**config.mk**
```make
export PLATFORM = sky130hd
export DESIGN_NAME = ptc_time_clock
export DESIGN_NICKNAME = d
export VERILOG_FILES = /design/src/design/ptc_time_clock.v /design/src/design/ptc_cap_word.v
export VERILOG_INCLUDE_DIRS = /design/src /design/src/design
export SDC_FILE = /design/constraint.sdc
export NUM_CORES = 2
export LEC_CHECK = 0
export BUFFER_PORTS_ARGS = -buffer_cell sky130_fd_sc_hd__buf_2
export CAP_MARGIN = 10
export CORE_ASPECT_RATIO = 0.6
export CORE_UTILIZATION = 35
export CTS_CLUSTER_DIAMETER = 30
export DETAILED_ROUTE_END_ITERATION = 6
export GPL_TIMING_DRIVEN = 0
export SYNTH_ARGS = -nofsm -noshare
export SYNTH_HDL_FRONTEND = slang
export SYNTH_SLANG_ARGS = --single-unit
```
**constraint.sdc**
```tcl
create_clock -name ref_clk_in -period 3.72 [get_ports ref_clk_in]
set_input_delay 0.372 -clock ref_clk_in [delete_from_list [all_inputs] [get_ports ref_clk_in]]
set_output_delay 0.372 -clock ref_clk_in [all_outputs]
set_load 0.01 [all_outputs]
```
**src/design/ptc_regs.vh**
```
`ifndef PTC_REGS_VH
`define PTC_REGS_VH

// Register offsets (byte addresses)
`define PTC_OFS_P1_SRC_LOW 12'h011C
`define PTC_OFS_P2_SRC_LOW 12'h013C
`define PTC_OFS_P0_SRC_LOW 12'h015C
`define PTC_OFS_PIN_A_UPPER 12'h0160
`define PTC_OFS_PIN_A_LOWER 12'h0164
`define PTC_OFS_PIN_B_UPPER 12'h0168
`define PTC_OFS_PIN_B_LOWER 12'h016C
`define PTC_OFS_TIME_UPPER 12'h0170
`define PTC_OFS_TIME_LOWER 12'h0174
`define PTC_OFS_RATE_TRIM 12'h0178
`define PTC_OFS_MATCH_UPPER 12'h017C
`define PTC_OFS_MATCH_LOWER 12'h0180
`define PTC_OFS_CONFIG 12'h0194
`define PTC_OFS_COMMAND 12'h0198

// Field positions
`define PTC_CFG_MASTER_P2 31
`define PTC_CFG_MASTER_P1 30
`define PTC_CFG_MASTER_P0 29
`define PTC_CMD_FREEZE 0

// Reset values
`define PTC_RST_WORD 32'h0000_0000

`endif

```
**src/design/ptc_time_clock.v**
```verilog
`timescale 1ns/1ns
`default_nettype none
`include "ptc_regs.vh"

module ptc_time_clock
#(
    parameter NPORTS = 3
)
(
    // Clock and reset
    input wire ref_clk_in,
    input wire rst_in,
    // Register port
    input wire [11:0] reg_addr_in,
    input wire reg_wr_in,
    input wire reg_rd_in,
    input wire [31:0] reg_wdata_in,
    output reg [31:0] reg_rdata_out,
    // Port packet detectors, index 0 = port 0, 1 = port 1, 2 = port 2
    input wire [NPORTS-1:0] tx_sync_seen_in,
    input wire [NPORTS-1:0] tx_delay_req_seen_in,
    input wire [NPORTS*32-1:0] tx_source_identity_low_in,
    // Capture pins, asynchronous
    input wire pin_a_in,
    input wire pin_b_in,
    // Time outputs
    output wire [63:0] time_now_out,
    output reg time_match_out
);

    // ****************************************
    // Register decode
    // ****************************************
    // Exact address match; unmapped and read-only writes fall through unused
    wire wr_time_upper = reg_wr_in && (reg_addr_in == `PTC_OFS_TIME_UPPER);
    wire wr_time_lower = reg_wr_in && (reg_addr_in == `PTC_OFS_TIME_LOWER);
    wire wr_rate = reg_wr_in && (reg_addr_in == `PTC_OFS_RATE_TRIM);
    wire wr_match_upper = reg_wr_in && (reg_addr_in == `PTC_OFS_MATCH_UPPER);
    wire wr_match_lower = reg_wr_in && (reg_addr_in == `PTC_OFS_MATCH_LOWER);
    wire wr_config = reg_wr_in && (reg_addr_in == `PTC_OFS_CONFIG);
    wire wr_command = reg_wr_in && (reg_addr_in == `PTC_OFS_COMMAND);

    reg [31:0] rate_trim_increment;
    reg [31:0] config_word;
    reg [31:0] time_upper_word;
    reg [31:0] time_lower_word;
    reg [31:0] match_upper_word;
    reg [31:0] match_lower_word;
    reg [1:0] time_half_seen;
    reg [1:0] match_half_seen;
    reg [63:0] match_value;
    reg [63:0] time_count;
    reg [31:0] freq_accum;

    // ****************************************
    // Configuration and rate trim
    // ****************************************
    always @(posedge ref_clk_in)
    begin
        if (rst_in)
        begin
            rate_trim_increment <= `PTC_RST_WORD;
            config_word <= `PTC_RST_WORD;
        end
        else
        begin
            if (wr_rate)
            begin
                rate_trim_increment <= reg_wdata_in;
            end
            if (wr_config)
            begin
                // Only the master select bits are used; the rest read back as written
                config_word <= reg_wdata_in;
            end
        end
    end

    // ****************************************
    // Split-word writes of time and match
    // ****************************************
    // Either order is fine; the pair commits on the second half
    wire time_commit = (time_half_seen[1] | wr_time_upper)
        && (time_half_seen[0] | wr_time_lower);
    wire match_commit = (match_half_seen[1] | wr_match_upper)
        && (match_half_seen[0] | wr_match_lower);

    always @(posedge ref_clk_in)
    begin
        if (rst_in)
        begin
            match_upper_word <= `PTC_RST_WORD;
            match_lower_word <= `PTC_RST_WORD;
            match_half_seen <= 2'b00;
            time_half_seen <= 2'b00;
            match_value <= 64'h0000_0000_0000_0000;
        end
        else
        begin
            if (wr_match_upper)
            begin
                match_upper_word <= reg_wdata_in;
            end
            if (wr_match_lower)
            begin
                match_lower_word <= reg_wdata_in;
            end
            if (match_commit)
            begin
                match_half_seen <= 2'b00;
                match_value <= {wr_match_upper ? reg_wdata_in : match_upper_word,
                    wr_match_lower ? reg_wdata_in : match_lower_word};
            end
            else
            begin
                match_half_seen <= match_half_seen | {wr_match_upper, wr_match_lower};
            end
            if (time_commit)
            begin
                time_half_seen <= 2'b00;
            end
            else
            begin
                time_half_seen <= time_half_seen | {wr_time_upper, wr_time_lower};
            end
        end
    end

    // Staging words hold the pending write until the pair completes
    reg [31:0] time_stage_upper;
    reg [31:0] time_stage_lower;
    always @(posedge ref_clk_in)
    begin
        if (rst_in)
        begin
            time_stage_upper <= `PTC_RST_WORD;
            time_stage_lower <= `PTC_RST_WORD;
        end
        else
        begin
            if (wr_time_upper)
            begin
                time_stage_upper <= reg_wdata_in;
            end
            if (wr_time_lower)
            begin
                time_stage_lower <= reg_wdata_in;
            end
        end
    end
    // Second half comes straight off the bus so the load is not a cycle late
    wire [63:0] time_load_value = {wr_time_upper ? reg_wdata_in : time_stage_upper,
        wr_time_lower ? reg_wdata_in : time_stage_lower};

    // ****************************************
    // Time counter with fractional rate trim
    // ****************************************
    // Increment of all ones steps nearly every cycle; zero stops the clock
    wire [32:0] accum_sum = {1'b0, freq_accum} + {1'b0, rate_trim_increment};
    wire accum_carry = accum_sum[32];

    always @(posedge ref_clk_in)
    begin
        if (rst_in)
        begin
            freq_accum <= `PTC_RST_WORD;
            time_count <= 64'h0000_0000_0000_0000;
        end
        else
        begin
            freq_accum <= accum_sum[31:0];
            if (time_commit)
            begin
                // A software load wins over a step in the same cycle
                time_count <= time_load_value;
            end
            else if (accum_carry)
            begin
                time_count <= time_count + 64'h0000_0000_0000_0001;
            end
        end
    end
    assign time_now_out = time_count;

    // ****************************************
    // Match compare
    // ****************************************
    always @(posedge ref_clk_in)
    begin
        if (rst_in)
        begin
            time_match_out <= 1'b0;
        end
        else
        begin
            // Registered, so the flag trails equality by one cycle
            time_match_out <= (time_count == match_value);
        end
    end

    // ****************************************
    // Snapshot for time reads
    // ****************************************
    always @(posedge ref_clk_in)
    begin
        if (rst_in)
        begin
            time_upper_word <= `PTC_RST_WORD;
            time_lower_word <= `PTC_RST_WORD;
        end
        else if (wr_command && reg_wdata_in[`PTC_CMD_FREEZE])
        begin
            // Both halves frozen together so a split read never tears
            time_upper_word <= time_count[63:32];
            time_lower_word <= time_count[31:0];
        end
    end

    // ****************************************
    // Capture pin synchronisers and edges
    // ****************************************
    // Two flops against metastability; capture lags the pin by three edges
    reg [1:0] pin_a_sync;
    reg [1:0] pin_b_sync;
    reg pin_a_last;
    reg pin_b_last;
    always @(posedge ref_clk_in)
    begin
        if (rst_in)
        begin
            pin_a_sync <= 2'b00;
            pin_b_sync <= 2'b00;
            pin_a_last <= 1'b0;
            pin_b_last <= 1'b0;
        end
        else
        begin
            pin_a_sync <= {pin_a_sync[0], pin_a_in};
            pin_b_sync <= {pin_b_sync[0], pin_b_in};
            pin_a_last <= pin_a_sync[1];
            pin_b_last <= pin_b_sync[1];
        end
    end
    // Activation is the rising edge after synchronisation
    wire pin_a_fire = pin_a_sync[1] && !pin_a_last;
    wire pin_b_fire = pin_b_sync[1] && !pin_b_last;

    wire [63:0] pin_a_stamp;
    wire [63:0] pin_b_stamp;
    ptc_cap_word #(.WIDTH(64)) u_pin_a
    (
        .ref_clk_in(ref_clk_in),
        .rst_in(rst_in),
        .load_in(pin_a_fire),
        .data_in(time_count),
        .value_out(pin_a_stamp)
    );
    ptc_cap_word #(.WIDTH(64)) u_pin_b
    (
        .ref_clk_in(ref_clk_in),
        .rst_in(rst_in),
        .load_in(pin_b_fire),
        .data_in(time_count),
        .value_out(pin_b_stamp)
    );

    // ****************************************
    // Per-port transmit source identity capture
    // ****************************************
    // Detector pulses come from this clock, so no synchroniser is needed
    wire [NPORTS*32-1:0] tx_source_identity_low;
    wire [2:0] port_master_select = {config_word[`PTC_CFG_MASTER_P2],
        config_word[`PTC_CFG_MASTER_P1], config_word[`PTC_CFG_MASTER_P0]};
    genvar gp;
    generate
        for (gp = 0; gp < NPORTS; gp = gp + 1)
        begin : g_port
            // Master stamps its own Sync, slave its own Delay_Req
            wire take = port_master_select[gp] ? tx_sync_seen_in[gp]
                : tx_delay_req_seen_in[gp];
            ptc_cap_word #(.WIDTH(32)) u_src
            (
                .ref_clk_in(ref_clk_in),
                .rst_in(rst_in),
                .load_in(take),
                .data_in(tx_source_identity_low_in[gp*32 +: 32]),
                .value_out(tx_source_identity_low[gp*32 +: 32])
            );
        end
    endgenerate

    // ****************************************
    // Read mux
    // ****************************************
    always @(posedge ref_clk_in)
    begin
        if (rst_in)
        begin
            reg_rdata_out <= `PTC_RST_WORD;
        end
        else if (reg_rd_in)
        begin
            // Data holds until the next read; unmapped offsets read as zero
            case (reg_addr_in)
                `PTC_OFS_P1_SRC_LOW: reg_rdata_out <= tx_source_identity_low[63:32];
                `PTC_OFS_P2_SRC_LOW: reg_rdata_out <= tx_source_identity_low[95:64];
                `PTC_OFS_P0_SRC_LOW: reg_rdata_out <= tx_source_identity_low[31:0];
                `PTC_OFS_PIN_A_UPPER: reg_rdata_out <= pin_a_stamp[63:32];
                `PTC_OFS_PIN_A_LOWER: reg_rdata_out <= pin_a_stamp[31:0];
                `PTC_OFS_PIN_B_UPPER: reg_rdata_out <= pin_b_stamp[63:32];
                `PTC_OFS_PIN_B_LOWER: reg_rdata_out <= pin_b_stamp[31:0];
                `PTC_OFS_TIME_UPPER: reg_rdata_out <= time_upper_word;
                `PTC_OFS_TIME_LOWER: reg_rdata_out <= time_lower_word;
                `PTC_OFS_RATE_TRIM: reg_rdata_out <= rate_trim_increment;
                `PTC_OFS_MATCH_UPPER: reg_rdata_out <= match_upper_word;
                `PTC_OFS_MATCH_LOWER: reg_rdata_out <= match_lower_word;
                `PTC_OFS_CONFIG: reg_rdata_out <= config_word;
                default: reg_rdata_out <= `PTC_RST_WORD;
            endcase
        end
    end

endmodule // ptc_time_clock

`default_nettype wire

```
**src/design/ptc_cap_word.v**
```verilog
`timescale 1ns/1ns
`default_nettype none

// ****************************************
// Capture word with registered read-out
// ****************************************
module ptc_cap_word
#(
    parameter WIDTH = 32
)
(
    // Clock and reset
    input wire ref_clk_in,
    input wire rst_in,
    // Load side
    input wire load_in,
    input wire [WIDTH-1:0] data_in,
    // Read side
    output reg [WIDTH-1:0] value_out
);

    always @(posedge ref_clk_in)
    begin
        if (rst_in)
        begin
            value_out <= {WIDTH{1'b0}};
        end
        else if (load_in)
        begin
            value_out <= data_in;
        end
    end

endmodule // ptc_cap_word

`default_nettype wire

```
==> flow_summary.toml <==
[outcome]
status = "complete, but fails checks"
violations = "design-rule violations, negative setup slack"

[hold_path]
worstHoldPathType = "in -> reg"

[sta]
finalCriticalPeriod_ns = 3.86
fin_ws_ns = -0.143
slew_violations = 0
worst_pin_slew_ns = 1.37
setup_viol = 16
finalHoldViolCount = 0
finalCritPeriodShare = 1.04
slew_headroom = 0.0860
rsz0062_at_grt = "true"
skew_ns = 0.0408
max_freq_ghz = 0.259

[routing]
wl_mm = 146
final_antenna_net_count = 0
route.detailed.drc = 1
drt_iter0_markers = 5076
first_pass_iters = 7
vias = 30800
wl_per_cell_um = 27.8
via_per_inst = 5.87

[setup_path]
end_kind = "register"
critPathRequiredTime_ns = 4.32
critical_path_arrival_ns = 4.46
r2r_start = "time_now_out[31]"
path_class = "reg -> reg"
crit_path_start_kind = "register"
rrSetupSlack_ns = -0.14
reg2reg_to = "time_now_out[58]"
crit_start = "time_now_out[31]"
r2r_cells = 8
critPathMaxFanout = 9
endpoint = "time_now_out[58]"

[global_route]
grtUsageMet2 = 0.440
gr-usage-met3 = 0.113
grt_pass1_wl_mm = 201
grt_use_met1 = 0.499
grt-ovfl-total = 0
grt_max_degree = 15
grt_pass1_vias = 27500
grt-busiest-layer = "met1"
antenna_found_initial = 4
grt_usage = 0.333

[floorplanning]
pin_count = 249
core_mm2 = 0.0823
die_y_um = 226
die_w_um = 376
fp.dieArea_mm2 = 0.0852
start_util = 0.357
fp-row-count = 81

[layout]
area_growth_pct = 26.3
mostFrequentLayoutCell = "nand2_1"
nets = 4213
final_cell_mix = "946 x nand2_1, 683 x dfxtp_1, 505 x a21oi_1"
drive_above_1_share = 0.135
design_area_mm2 = 0.0371

[pwr]
peakVddDrop_mv = 0.339
intPower_mw = 14.6
p_sw_mw = 4.51
cellPowerDensity_mw_per_mm2 = 515
p_clk_frac = 0.569
power.leakage_nw = 14.8
seq_power_share = 0.389
pwr-share-comb = 0.043
p_sw_frac = 0.236

[synthesis]
ys_warn_count = 0
syn_avg_cell_area_um2 = 8.25
ys_seq_area_frac = 0.465
syn_area_mm2 = 0.0294
synth-main-ff-cell = "dfxtp_1"
async_flop_share = 0
synth.distinct_cells = 76
syn_nets = 3749
synth_area_leaders = "dfxtp_1 47%, nand2_1 12%, a21oi_1 8.6%"
synth-edff-count = 0
yosysTopAreaCellShare = 0.465
synth.largest_area_cell = "dfxtp_1"
syn_inst = 3563
ys_seq_elements = 683

[run]
drv_cap = 0

[clock_network]
path_clk_slew_ns = 0.05
clockBufferDepth = 3
cts_made_buffers = 111
cts_tree = "built"
htree_levels = 3
clock_latency_ns = 0.71
root_buffer = "clkbuf_16"
clock-sinks = 683

[placement]
hpwl_mm = 114
placed_area_mm2 = 0.0320
gp_congestion = 1.05
place.port_buffers = 245
pre_cts_slack_ns = -0.837
==> through the flow <==
step	power [mW]	setup TNS (ns)	hold slack, ns	utilization	instances
CTS	19.1	0	0.00276	0.450	5232
floorplan	7.86	0	0.414	-	3563
detailed placement	8.27	-93.15	0.430	0.389	4929
finish	19.1	-0.939	0.0401	0.451	5237
global route	19.5	-0.0789	0.0297	0.451	5235
global placement	8.26	-106.04	0.418	0.389	4928
==> what timing repair did <==
action                     in CTS  in global routing
pin swaps                       3                  2
hold endpoints to repair      101                  0
gates cloned                    0                  0
gates resized for setup        20                 21
hold buffers                  100                  0
setup endpoints to repair      74                 60
buffers inserted                3                  2
==> layout make-up <==
class / instances / area, um2
inverters: 22 / 82.6
repair buffers: 353 / 2310
diodes: 2 / 5.00
multi-input cells: 2553 / 14500
fillers: 8291 / 45200
clock inverters: 62 / 866
clock buffers: 139 / 3020
well taps: 1120 / 1400
plain buffers: 303 / 1260
flip-flops and latches: 683 / 13700
==> worst min path at each step <==
stage	endpoint	cells past startpoint	from
global route	config_word[15]	3	reg_wdata_in[15]
finish	rate_trim_increment[20]	3	reg_wdata_in[20]
detailed placement	pin_a_sync[1]	1	pin_a_sync[0]
CTS	config_word[13]	3	reg_wdata_in[13]
floorplan	pin_a_sync[1]	1	pin_a_sync[0]
global placement	pin_a_sync[1]	1	pin_a_sync[0]
==> synth_stat cells, types with 7 or more instances <==
master and n:
nand2_1 946, a31oi_1 12, a211oi_1 8, nor2_1 159, a211oi_2 16, nor4_1 22, nor3_1 20, a22oi_1 25
and3_1 16, inv_1 22, clkbuf_1 239, a31o_2 9, xor2_1 87, o211ai_1 15, dfxtp_1 683, a21o_1 54
a21oi_1 505, a222oi_1 54, o31a_1 8, nand4_1 37, o22a_1 47, and4_1 7, nand2b_1 8, o21ai_0 74
xnor2_1 39, a221oi_1 43, mux2i_1 94, o2111ai_1 27, nand3_1 29, buf_1 19, o21a_1 13, or3_1 10
buf_2 39, and2_1 10, nor2b_1 16, ha_1 33, a22o_1 35
==> registers in the layout, indices dropped and copies added (netlist names) <==
name / cells
pin_a_sync: 2
time_stage_upper: 32
time_upper_word: 32
match_lower_word: 32
rate_trim_increment: 32
u_pin_a.value_out: 64
freq_accum: 32
match_value: 64
pin_b_last: 1
time_half_seen: 2
u_pin_b.value_out: 64
time_match_out: 1
reg_rdata_out: 32
config_word: 32
match_upper_word: 32
time_lower_word: 32
time_stage_lower: 32
time_now_out: 64
pin_a_last: 1
match_half_seen: 2
g_port.u_src.value_out: 96
pin_b_sync: 2
==> power groups by stage <==
stage	combinational [mW]	clock (mW)	sequential (mW)
3_5_place_dp	0.693	0	7.58
4_1_cts	0.776	10.9	7.42
2_1_floorplan	0.300	0	7.56
6_report	0.813	10.9	7.42
3_3_place_gp	0.690	0	7.57
5_1_grt	0.835	11.2	7.42
==> critical path, stage by stage, from the launching register on <==
cell and delay [ns]:
dfxtp_1 0.32, clkbuf_1 0.78, nand4_1 0.34, or3b_2 0.54, clkbuf_1 0.31, nor3_2 0.53
o2111ai_1 0.38, or3_1 0.40, a31oi_1 0.19
==> routing by layer <==
| metal | part of all wire | up-vias | routed length, um |
|---|---|---|---|
| li1 | - | 13400 | - |
| met1 | 0.45 | 15000 | 65300 |
| met2 | 0.38 | 2095 | 55700 |
| met3 | 0.14 | 249 | 20900 |
| met4 | 0.025 | 2 | 3650 |
| met5 | 0.00013 | - | 19 |
==> logic make-up after synthesis <==
family | synth area share
flops | 0.465
buf+inv | 0.0452
simple gates | 0.187
fa+ha+maj | 0.0147
mux | 0.0339
xor+xnor | 0.0375
compound gates | 0.216
No activity file was read; power rests on OpenSTA's default activity.
